[src/cbsc_map.svh]
// constants for the processor bus signal control block
`ifndef CBSC_MAP_SVH
`define CBSC_MAP_SVH
`define CBSC_CLK_NS        10
`define CBSC_E_PERIOD      10
`define CBSC_E_LOW         6
`define CBSC_MODE_HOLD     2
`define CBSC_ADDR_W        23
`define CBSC_DATA_W        16
`define CBSC_IACK_ADDR_HI  20'hFFFFF
`define CBSC_SPACE_CPU     3'h7
`define CBSC_FAULT_LIMIT   2'h2
`endif

[src/cbsc_pkg.sv]
// types for the processor bus signal control block
package cbsc_pkg;
  typedef enum logic [2:0] {
    CB_IDLE  = 3'h0,
    CB_ADDR  = 3'h1,
    CB_WAIT  = 3'h3,
    CB_SYNC  = 3'h2,
    CB_DONE  = 3'h6,
    CB_HALT  = 3'h4,
    CB_OFF   = 3'h5
  } cbsc_state_e;

  // request from the core to the bus sequencer
  typedef struct packed {
    logic        valid;
    logic        read;
    logic        iack;
    logic        upper;
    logic        lower;
    logic [2:0]  space;
    logic [22:0] addr;
    logic [15:0] wdata;
  } cbsc_req_s;

  // answer back to the core
  typedef struct packed {
    logic        done;
    logic        fault;
    logic        retry;
    logic        autovec;
    logic [15:0] rdata;
  } cbsc_rsp_s;

  // synchronised bus inputs
  typedef struct packed {
    logic ack_n;
    logic fault_n;
    logic periph_n;
    logic req_n;
    logic gack_n;
    logic halt_n;
    logic reset_n;
  } cbsc_in_s;
endpackage : cbsc_pkg

[src/cbsc_sync.sv]
// two-flop synchroniser for a group of bus inputs
`timescale 1ns/1ps
`default_nettype none
module cbsc_sync #(
  parameter int W = 1,
  parameter logic [W-1:0] INIT = '1
) (
  input  wire logic         clk,
  input  wire logic         rst_n,
  input  wire logic [W-1:0] d,
  output var  logic [W-1:0] q
);
  typedef struct packed {
    logic [W-1:0] s1;
    logic [W-1:0] s2;
  } cbsc_sync_s;
  cbsc_sync_s st;
  cbsc_sync_s next_st;

  // first stage feeds only the second
  always_comb begin
    next_st.s1 = d;
    next_st.s2 = st.s1;
  end

  // register both stages; first stage keeps tracking the pin in reset
  always_ff @(posedge clk) begin
    if (!rst_n) begin
      st <= '{s1: d, s2: INIT};
    end else begin
      st <= next_st;
    end
  end

  assign q = st.s2;
endmodule : cbsc_sync
`default_nettype wire

[src/cbsc_eclk.sv]
// ring divider making the slow peripheral clock
`timescale 1ns/1ps
`default_nettype none
`include "cbsc_map.svh"
module cbsc_eclk (
  input  wire logic clk,
  output var  logic e_clk,
  output var  logic e_fall
);
  typedef struct packed {
    logic [9:0] ring;
  } cbsc_eclk_s;
  cbsc_eclk_s st;
  cbsc_eclk_s next_st;

  // one-hot ring; any other pattern, powerup junk too, heals to slot zero
  always_comb begin
    next_st = st;
    if (st.ring != 10'h000 && (st.ring & (st.ring - 10'h001)) == 10'h000) begin
      next_st.ring = {st.ring[8:0], st.ring[9]};
    end else begin
      next_st.ring = 10'h001;
    end
  end

  // ring not reset
  // no reset: phase against the core clock is undefined
  always_ff @(posedge clk) begin
    st <= next_st;
  end

  // high for the last four slots, low for the first six
  assign e_clk  = |st.ring[9:`CBSC_E_LOW];
  assign e_fall = st.ring[9];
endmodule : cbsc_eclk
`default_nettype wire

[src/cbsc_top.sv]
// processor-side bus cycle, arbitration and system control
`timescale 1ns/1ps
`default_nettype none
`include "cbsc_map.svh"
module cbsc_top
  import cbsc_pkg::*;
(
  // clock and reset
  input  wire logic        MCLK,
  input  wire logic        RST_N,
  // core side
  input  wire cbsc_req_s   REQ,
  output var  cbsc_rsp_s   RSP,
  input  wire logic        RESET_CMD,
  input  wire logic        STOPPED,
  input  wire logic        NARROW_PART,
  input  wire logic        REDUCED_IRQ,
  output var  logic [2:0]  IRQ_LEVEL,
  output var  logic        IRQ_NMI,
  output var  logic        SYS_RESET,
  output var  logic        WIDE_BUS,
  // address and control outputs
  output var  logic [22:0] ADDR,
  output var  logic [2:0]  SPACE_CODE,
  output var  logic        ADDR_STROBE_N,
  output var  logic        UPPER_BYTE_STROBE_N,
  output var  logic        LOWER_BYTE_STROBE_N,
  output var  logic        READ_NOT_WRITE,
  output var  logic        BUS_OE,
  // data bus
  input  wire logic [15:0] DATA_I,
  output var  logic [15:0] DATA_O,
  output var  logic        DATA_OE,
  // handshakes, arbitration, interrupt priority and width select
  input  wire logic        XFER_ACK_N,
  input  wire logic        BUS_FAULT_N,
  input  wire logic        BUS_REQUEST_N,
  output var  logic        BUS_GRANT_N,
  input  wire logic        GRANT_ACK_N,
  input  wire logic [2:0]  IRQ_PRIORITY_IN,
  input  wire logic        WIDTH_SEL,
  // open-drain reset and halt
  input  wire logic        RESET_I,
  output var  logic        RESET_O,
  output var  logic        RESET_OE,
  input  wire logic        HALT_I,
  output var  logic        HALT_O,
  output var  logic        HALT_OE,
  // slow peripheral port
  output var  logic        SLOW_BUS_CLK,
  input  wire logic        SYNC_PERIPH_SELECT_N,
  output var  logic        SYNC_ADDR_VALID_N
);
  typedef struct packed {
    cbsc_state_e  state;
    cbsc_req_s    cur;
    logic [15:0]  rdata;
    logic         done;
    logic         fault;
    logic         retry;
    logic         autovec;
    logic         as;
    logic         sync_addr_valid_n;
    logic         granted;
    logic         wide;
    logic [1:0]   mode_cnt;
    logic [2:0]   irq;
    logic         rst_drive;
    logic [1:0]   rst_tail;
  } cbsc_top_s;
  cbsc_top_s st;
  cbsc_top_s next_st;

  cbsc_in_s    sin;
  logic [2:0]  irq_s;
  logic        width_s;
  logic        e_fall;
  logic        bus_busy;
  logic        halt_in;
  logic [2:0]  irq_dec;

  cbsc_sync #(.W(7), .INIT(7'h7F)) u_sync_ctl (
    .clk   (MCLK),
    .rst_n (RST_N),
    .d     ({XFER_ACK_N, BUS_FAULT_N, SYNC_PERIPH_SELECT_N, BUS_REQUEST_N,
             GRANT_ACK_N, HALT_I, RESET_I}),
    .q     (sin)
  );
  cbsc_sync #(.W(4), .INIT(4'hF)) u_sync_lvl (
    .clk   (MCLK),
    .rst_n (RST_N),
    .d     ({IRQ_PRIORITY_IN, WIDTH_SEL}),
    .q     ({irq_s, width_s})
  );

  cbsc_eclk u_eclk (
    .clk    (MCLK),
    .e_clk  (SLOW_BUS_CLK),
    .e_fall (e_fall)
  );

  // shared bit0/bit2 pin on reduced part
  always_comb begin
    irq_dec = ~irq_s;
    if (REDUCED_IRQ) begin
      irq_dec[2] = irq_dec[0];
    end
  end

  // own reset drive and its synchroniser echo mask the halt pin
  assign halt_in  = !sin.halt_n && !st.rst_drive && st.rst_tail == 2'h0;
  assign bus_busy = st.state != CB_IDLE && st.state != CB_OFF && st.state != CB_HALT;

  // main sequencer
  always_comb begin
    next_st         = st;
    next_st.done    = 1'b0;
    next_st.fault   = 1'b0;
    next_st.retry   = 1'b0;
    next_st.autovec = 1'b0;
    next_st.irq     = irq_dec;
    // width caught two clocks after reset release
    if (st.mode_cnt != `CBSC_MODE_HOLD) begin
      next_st.mode_cnt = st.mode_cnt + 2'h1;
      next_st.wide     = width_s;
    end
    // reset line driven while core asks
    next_st.rst_drive = RESET_CMD;
    next_st.rst_tail  = {st.rst_tail[0], st.rst_drive};
    unique case (st.state)
      CB_IDLE: begin
        if (!sin.req_n) begin
          next_st.granted = 1'b1;
          next_st.state   = CB_OFF;
        end else if (halt_in) begin
          next_st.state = CB_HALT;
        end else if (REQ.valid) begin
          next_st.cur   = REQ;
          next_st.state = CB_ADDR;
        end
      end
      CB_ADDR: begin
        next_st.as    = 1'b1;
        next_st.state = CB_WAIT;
      end
      CB_WAIT: begin
        // mid-cycle request: grant now, release later
        if (!sin.req_n) begin
          next_st.granted = 1'b1;
        end
        // fault: retry when halt also asserted
        if (!sin.fault_n) begin
          next_st.fault = sin.halt_n;
          next_st.retry = !sin.halt_n;
          next_st.as    = 1'b0;
          next_st.state = CB_DONE;
        end else if (!sin.periph_n) begin
          if (st.cur.iack) begin
            next_st.autovec = 1'b1;
            next_st.as      = 1'b0;
            next_st.state   = CB_DONE;
          end else begin
            next_st.state = CB_SYNC;
          end
        end else if (!sin.ack_n) begin
          // latch data on read, end cycle
          if (st.cur.read) begin
            next_st.rdata = DATA_I;
          end
          next_st.done  = 1'b1;
          next_st.as    = 1'b0;
          next_st.state = CB_DONE;
        end
      end
      CB_SYNC: begin
        if (e_fall && !st.sync_addr_valid_n) begin
          next_st.sync_addr_valid_n = 1'b1;
        end else if (e_fall && st.sync_addr_valid_n) begin
          if (st.cur.read) begin
            next_st.rdata = DATA_I;
          end
          next_st.done  = 1'b1;
          next_st.sync_addr_valid_n   = 1'b0;
          next_st.as    = 1'b0;
          next_st.state = CB_DONE;
        end
      end
      CB_DONE: begin
        if (st.granted) begin
          next_st.state = CB_OFF;
        end else if (halt_in) begin
          next_st.state = CB_HALT;
        end else begin
          next_st.state = CB_IDLE;
        end
      end
      CB_HALT: begin
        if (!halt_in) begin
          next_st.state = CB_IDLE;
        end
      end
      CB_OFF: begin
        // hold off while request or acknowledge stand
        if (sin.req_n) begin
          next_st.granted = 1'b0;
        end
        if (sin.req_n && sin.gack_n) begin
          next_st.state = CB_IDLE;
        end
      end
      default: begin
        next_st.state = CB_IDLE;
      end
    endcase
  end

  // state register
  always_ff @(posedge MCLK) begin
    if (!RST_N) begin
      st <= '0;
    end else begin
      st <= next_st;
    end
  end

  assign WIDE_BUS = st.wide && !NARROW_PART;

  // drive address group only while owning an active cycle
  assign BUS_OE = bus_busy;

  // acknowledge address: level on A3-A1, upper ones high
  always_comb begin
    if (st.cur.iack) begin
      ADDR = {`CBSC_IACK_ADDR_HI, st.cur.addr[2:0]};
    end else begin
      ADDR = st.cur.addr;
    end
  end
  assign SPACE_CODE = st.cur.iack ? `CBSC_SPACE_CPU : st.cur.space;

  assign ADDR_STROBE_N  = !st.as;
  assign READ_NOT_WRITE = st.cur.read || !st.as;

  assign UPPER_BYTE_STROBE_N = !(st.as && st.cur.upper && WIDE_BUS);
  assign LOWER_BYTE_STROBE_N = !(st.as && (st.cur.lower || (!WIDE_BUS && st.cur.upper)));

  // write data, single byte copied to the other lane
  always_comb begin
    DATA_O = st.cur.wdata;
    if (st.cur.upper && !st.cur.lower) begin
      DATA_O[7:0] = st.cur.wdata[15:8];
    end else if (st.cur.lower && !st.cur.upper) begin
      DATA_O[15:8] = st.cur.wdata[7:0];
    end
  end
  assign DATA_OE = st.as && !st.cur.read;

  assign BUS_GRANT_N = !st.granted;

  assign SYNC_ADDR_VALID_N = !st.sync_addr_valid_n;

  assign IRQ_LEVEL = st.irq;
  assign IRQ_NMI   = st.irq == 3'h7;

  // external reset with halt resets the system
  assign SYS_RESET = !sin.reset_n && !sin.halt_n && !st.rst_drive && st.rst_tail == 2'h0;

  assign RESET_O  = 1'b0;
  assign RESET_OE = st.rst_drive;
  assign HALT_O   = 1'b0;
  assign HALT_OE  = STOPPED;

  // core answers
  assign RSP = '{done: st.done, fault: st.fault, retry: st.retry,
                 autovec: st.autovec, rdata: st.rdata};
endmodule : cbsc_top
`default_nettype wire

[config.mk]
export PLATFORM = sky130hd
export DESIGN_NAME = cbsc_top
export DESIGN_NICKNAME = d
export VERILOG_FILES = /design/src/cbsc_pkg.sv /design/src/cbsc_sync.sv /design/src/cbsc_eclk.sv /design/src/cbsc_top.sv
export VERILOG_INCLUDE_DIRS = /design/src /design/src/src
export SDC_FILE = /design/constraint.sdc
export NUM_CORES = 1
export LEC_CHECK = 0
export ABC_AREA = 0
export BUFFER_PORTS_ARGS = -buffer_cell sky130_fd_sc_hd__buf_2
export CAP_MARGIN = 20
export CORE_MARGIN = 4
export CORE_UTILIZATION = 50
export CTS_CLUSTER_DIAMETER = 50
export DETAILED_ROUTE_END_ITERATION = 10
export GPL_ROUTABILITY_DRIVEN = 0
export HOLD_SLACK_MARGIN = 0.02
export PLACE_DENSITY = 0.79
export SLEW_MARGIN = 10
export SYNTH_ARGS = -nofsm -noshare
export SYNTH_HDL_FRONTEND = slang
export SYNTH_SLANG_ARGS = --single-unit
[constraint.sdc]
create_clock -name MCLK -period 2.3 [get_ports MCLK]
set_clock_uncertainty 0.05 [all_clocks]
set_input_delay 0.115 -clock MCLK [delete_from_list [all_inputs] [get_ports MCLK]]
set_output_delay 0.115 -clock MCLK [all_outputs]
set_load 0.03 [all_outputs]
==> flow_metrics.env, run 1 <==
export IMPL_setup_viol=0
export IMPL_yosysSeqAreaShare=0.471
export IMPL_drtIter0Drc=185
export IMPL_wirelength_mm=12.9
export IMPL_synth_main_ff_cell="dfxtp_1"
export IMPL_layout_min_cycle_time_ns=2.04
export IMPL_core_sq_mm=0.00928
export IMPL_finalCritPeriodShare=0.888
export IMPL_path_cells="or4_1, nor2_1, buf_2"
export IMPL_synth_top_area_cell="dfxtp_1"
export IMPL_die_y_microns=106
export IMPL_cts_max_path_buffers=2
export IMPL_syn_area_per_cell_sq_um=9.29
export IMPL_clk_pin_slew_ns=0.05
export IMPL_wl_per_cell_microns=15.0
export IMPL_synth_cells=517
export IMPL_layout_commonest_cell="buf_2"
export IMPL_ir_worst_vdd_uv=532
export IMPL_yosysWarningCount=0
export IMPL_clock_sinks=113
export IMPL_ios=161
export IMPL_start_kind="flop"
export IMPL_synth_edf_count=0
export IMPL_ant_nets=0
export IMPL_status="completed"
export IMPL_grt_pass1_wl_mm=21.2
export IMPL_tightest_slew_ns=0.607
export IMPL_port_buffers=156
export IMPL_clk_insertion_delay_late_ns=0.50
export IMPL_worst_path_max_fanout=7
export IMPL_netlist_cell_type_count=51
export IMPL_power_leakage_nw=3.07
export IMPL_placementRows=35
export IMPL_first_global_vias=4513
export IMPL_final_setup_tns_ns=0
export IMPL_hold_viol=0
export IMPL_worst_setup_path_end_kind="primary output"
export IMPL_dieArea_sq_mm=0.0112
export IMPL_fmax_mhz=489
export IMPL_final_cell_mix="buf_2 (156), dfxtp_1 (113), nand2_1 (103)"
export IMPL_cp_data_required_time_ns=2.13
export IMPL_cts_tree="yes"
export IMPL_initial_utilization=0.517
export IMPL_critPathArrivalTime_ns=1.88
export IMPL_drive_gt1_frac=0.327
export IMPL_drc=0
export IMPL_fin_hold_ws_ns=0.0474
export IMPL_slowest_stage="or4_1"
export IMPL_maxSlewHeadroom=0.596
export IMPL_antenna_found_initial=1
export IMPL_area_growth_pct=42.2
export IMPL_synth_top_cell_area_share=0.471
export IMPL_ctsResizeCount=0
export IMPL_critPathKind="reg -> out"
export IMPL_clockRootBuffer="clkbuf_8"
export IMPL_dpl_cell_count=750
export IMPL_fill_cells=641
export IMPL_htree_num_levels=4
export IMPL_finalMaxSlewViolations=0
export IMPL_track_usage=0.234
export IMPL_routed_via_count=4277
export IMPL_dpl_hpwl_mm=7.59
export IMPL_yosys_top_cells_area="dfxtp_1 (47%), nand2_1 (8.1%), buf_4 (5.5%)"
export IMPL_max_stage_delay_ns=0.68
export IMPL_synth_async_reset_ratio=0
export IMPL_drt_pass1_iter_count=5
export IMPL_grt_max_degree=58
export IMPL_maxCapViolCount=0
export IMPL_rsz0062_at_grt="no"
export IMPL_fin_cells=858
export IMPL_die_w_microns=106
export IMPL_layout_nets=797
export IMPL_hold_class="in -> reg"
export IMPL_powerDensity_mw_per_mm2=911
export IMPL_viasPerCell=4.98
export IMPL_ys_seq_elements=113
export IMPL_syn_cell_area_sq_mm=0.00480
export IMPL_overflow=0
export IMPL_power_mw=6.22
export IMPL_cts_inserted_buffers=17
-- layout make-up --
cell class	count	area, sq um	share of cell area
flip-flops and latches	113	2260	0.331
multi-input cells	339	2130	0.312
inverters	7	26.3	0.00385
repair buffers	238	1620	0.238
clock buffers	22	463	0.0678
diodes	1	2.50	0.000367
well taps	129	161	0.0236
clock inverters	9	155	0.0227
-- critical path, delay by kind of cell, from the launching register on --
| kind | cells | cell delay [ns] |
|---|---|---|
| and+or+nand+nor | 2 | 0.84 |
| buffers and inverters | 1 | 0.22 |
| DFF | 1 | 0.32 |
-- per-layer routing --
metal	share of wire	vias to the layer above	track usage
met4	0.037	0	0.108
met2	0.51	165	0.416
li1	-	2086	-
met5	0	-	0
met1	0.40	1984	0.258
met3	0.052	42	0.0638
-- worst paths after layout --
check / start / endpoint / cells past startpoint / slack [ns]
max reg2reg: st[80] / RSP[10] / 5 / 0.30
min: RST_N / u_sync_ctl.q[0] / 2 / 0.05
max: RESET_OE / SYS_RESET / 3 / 0.26
min reg2reg: u_sync_lvl.q[2] / IRQ_LEVEL[1] / 1 / 0.35
-- state kept, by name, summed over array words and instances, names as in the netlist --
name	flops
u_sync_lvl.next_st	4
u_sync_lvl.q	4
st	56
u_sync_ctl.q	7
RSP	20
u_sync_ctl.next_st	7
next_st	1
IRQ_LEVEL	3
RESET_OE	1
u_eclk.st	10
-- timing repair --
item	4_1_cts	5_1_grt
hold buffers	76	0
hold endpoints to repair	76	0
buffers inserted	0	0
-- metrics by stage --
step                      area, sq um  setup slack, ns  utilization
final                            6830            0.257        0.735
after global routing             6830            0.171        0.735
after CTS                        6820            0.231        0.735
after detailed placement         5450            0.395        0.587
after global placement           5450            0.445        0.587
after floorplan                  4800            0.438            -
-- logic make-up (layout without fill, tap and decap cells) --
family	after synthesis	in the layout	synth area share
simple gates	224	224	0.244
flops	113	113	0.471
compound gates	74	74	0.113
buf+inv	66	276	0.0855
mux	34	34	0.0751
xor+xnor	4	4	0.00730
fa+ha+maj	1	1	0.00261
other cells	1	3	0.000781
-- Yosys cell counts, types with 2 or more instances --
| cell | count |
|---|---|
| a21boi_0 | 32 |
| mux2i_1 | 18 |
| xor2_1 | 2 |
| nand3_1 | 5 |
| o21a_1 | 2 |
| a22oi_1 | 2 |
| nor3b_1 | 6 |
| mux2_2 | 16 |
| nand2b_1 | 16 |
| nand2_1 | 103 |
| and3_1 | 3 |
| inv_1 | 7 |
| buf_6 | 4 |
| a21oi_1 | 7 |
| dfxtp_1 | 113 |
| a21boi_1 | 15 |
| nor3_1 | 2 |
| nor4_1 | 3 |
| clkbuf_1 | 19 |
| buf_4 | 35 |
| and4_1 | 2 |
| nor2_1 | 9 |
| nor4bb_1 | 2 |
| nor2b_1 | 23 |
| o21ai_0 | 5 |
| or4_1 | 2 |
| a211oi_1 | 2 |
| o32ai_1 | 2 |
| or2_2 | 25 |
| xnor2_1 | 2 |
| and2_1 | 7 |
| or3_1 | 3 |
| nor4b_1 | 5 |
-- power breakdown --
group	leakage (nW)	internal, mW	switching (mW)	total (mW)
logic	1.84	0.520	0.763	1.28
clock network	0.301	1.84	0.859	2.70
registers	0.925	2.11	0.127	2.24
Power figures use the tool's default switching activity.
==> run 2: changes to the inputs <==
==> constraint.sdc (replaced) <==
create_clock -name MCLK -period 2.3 [get_ports MCLK]
set_clock_uncertainty 0.05 [all_clocks]
set_input_delay 0 -clock MCLK [delete_from_list [all_inputs] [get_ports MCLK]]
set_output_delay 0 -clock MCLK [all_outputs]
set_load 0.03 [all_outputs]
==> run 2 against run 1 <==
Effect of this change: sequential power hardly changed; critical path depth is 2 higher; final area grew 0.18%; core utilization increased by 0.13 points; via count up 0.87%; worst hold slack better by 0.035 ns; critical path type is now reg -> reg; critical endpoint is now RSP[9]; largest power group unchanged.
==> flow_metrics.env, run 2 (synthesized netlist as in run 1, its figures left out) <==
export IMPL_status="completed"
export IMPL_rr_startpoint="st[80]"
export IMPL_cp_data_required_time_ns=2.63
export IMPL_power_leakage_nw=3.07
export IMPL_dieArea_sq_mm=0.0112
export IMPL_fin_hold_ws_ns=0.0820
export IMPL_powerDensity_mw_per_mm2=909
export IMPL_place_area_sq_mm=0.00543
export IMPL_critPathLaunch="st[80]"
export IMPL_placementRows=35
export IMPL_layout_min_cycle_time_ns=1.99
export IMPL_clockRootBuffer="clkbuf_8"
export IMPL_n_antenna_cell=0
export IMPL_cts_inserted_buffers=17
export IMPL_reg2reg_depth=5
export IMPL_tightest_slew_ns=0.626
export IMPL_fill_cells=644
export IMPL_viasPerCell=5.01
export IMPL_worst_path_max_fanout=16
export IMPL_finalMaxSlewViolations=0
export IMPL_clock_sinks=113
export IMPL_wl_per_cell_microns=15.2
export IMPL_cts_max_path_buffers=2
export IMPL_post_cts_setup_buffers=0
export IMPL_power_clock_fraction=0.433
export IMPL_drc=0
export IMPL_layout_commonest_cell="buf_2"
export IMPL_whs_endpoint="u_sync_lvl.next_st[2]"
export IMPL_critPathArrivalTime_ns=2.32
export IMPL_die_w_microns=106
export IMPL_p_int_mw=4.42
export IMPL_layout_nets=800
export IMPL_clk_pin_slew_ns=0.06
export IMPL_drt_pass1_iter_count=4
export IMPL_fmax_mhz=503
export IMPL_maxSlewHeadroom=0.580
export IMPL_final_cell_mix="buf_2 (156), dfxtp_1 (113), nand2_1 (103)"
export IMPL_hold_path_depth=2
export IMPL_rsz0062_at_grt="no"
export IMPL_area_growth_pct=42.5
export IMPL_track_usage=0.241
export IMPL_largest_reg_flops=56
export IMPL_r2r_slack_ns=0.31
export IMPL_htree_num_levels=4
export IMPL_topRoutingLayerUsed="met4"
export IMPL_pwr_share_seq=0.361
export IMPL_port_buffers=156
export IMPL_worst_setup_path_end_kind="flop"
export IMPL_setup_viol=0
export IMPL_start_kind="flop"
export IMPL_ant_nets=0
export IMPL_ir_worst_vdd_uv=590
export IMPL_cts_tree="yes"
export IMPL_drtIter0Drc=186
export IMPL_combPwrFrac=0.207
export IMPL_final_setup_tns_ns=0
export IMPL_grt_pass1_wl_mm=21.8
export IMPL_overflow=0
export IMPL_largest_register="st"
export IMPL_hold_viol=0
export IMPL_ctsHoldBuffers=79
export IMPL_dr_wl_met2_mm=6.82
export IMPL_worstReg2RegEnd="RSP[9]"
export IMPL_hp_start="IRQ_PRIORITY_IN[1]"
export IMPL_critPathKind="reg -> reg"
export IMPL_ctsResizeCount=0
export IMPL_clk_insertion_delay_late_ns=0.50
export IMPL_netSwitchingFraction=0.289
export IMPL_drive_gt1_frac=0.328
export IMPL_die_y_microns=106
export IMPL_routed_wl_met3_microns=713
export IMPL_initial_utilization=0.517
export IMPL_first_global_vias=4475
export IMPL_core_sq_mm=0.00928
export IMPL_maxCapViolCount=0
export IMPL_hold_class="in -> reg"
export IMPL_routedLengthMet1_mm=5.13
export IMPL_fin_area_sq_mm=0.00684
export IMPL_antenna_found_initial=0
export IMPL_switchingPower_mw=1.80
export IMPL_wirelength_mm=13.1
export IMPL_dpl_hpwl_mm=7.68
export IMPL_finalCritPeriodShare=0.864
export IMPL_routed_via_count=4314
export IMPL_ios=161
export IMPL_grt_max_degree=58
==> run 2: worst max path at each step <==
stage / cells after the start / slack, ns / endpoint
floorplan: 7 / 0.44 / st[48]
global placement: 5 / 0.44 / st[62]
detailed placement: 4 / 0.38 / u_eclk.st[0]
CTS: 4 / 0.37 / u_eclk.st[0]
global route: 5 / 0.17 / RSP[11]
finish: 5 / 0.31 / RSP[9]
==> run 2: area by class of cell <==
class | instances | area (sq um) | share of cell area
Tap cell | 129 | 161 | 0.0236
Sequential cell | 113 | 2260 | 0.331
Multi-Input combinational cell | 339 | 2130 | 0.312
Timing Repair Buffer | 241 | 1640 | 0.240
Clock inverter | 13 | 184 | 0.0269
Inverter | 7 | 26.3 | 0.00384
Clock buffer | 19 | 432 | 0.0631
==> run 2: per-layer routing <==
layer / vias to the layer above / GRT usage
met5: - / 0
met4: 0 / 0.116
met3: 39 / 0.0540
met2: 172 / 0.433
met1: 2012 / 0.268
li1: 2091 / -
==> run 2: metrics by stage <==
step	utilization	power, mW	worst slack (ns)	instances
2_1_floorplan	-	3.14	0.438	518
3_3_place_gp	0.585	3.41	0.444	750
3_5_place_dp	0.585	3.44	0.379	750
4_1_cts	0.737	6.25	0.366	861
5_1_grt	0.737	6.50	0.166	861
6_report	0.737	6.22	0.312	861
==> run 2: power by group through the flow <==
| stage | sequential, mW | combinational (mW) | clock, mW |
|---|---|---|---|
| 3_3_place_gp | 2.26 | 1.14 | 0 |
| 4_1_cts | 2.24 | 1.28 | 2.74 |
| 2_1_floorplan | 2.22 | 0.916 | 0 |
| 6_report | 2.24 | 1.29 | 2.69 |
| 5_1_grt | 2.26 | 1.39 | 2.85 |
| 3_5_place_dp | 2.27 | 1.16 | 0 |
==> run 2: worst max-delay path: stages, from the launching register on <==
cell and delay (ns):
dfxtp_1 0.57, nor3b_1 0.44, a22o_1 0.28, buf_12 0.18, mux2i_1 0.26, nor2b_1 0.07
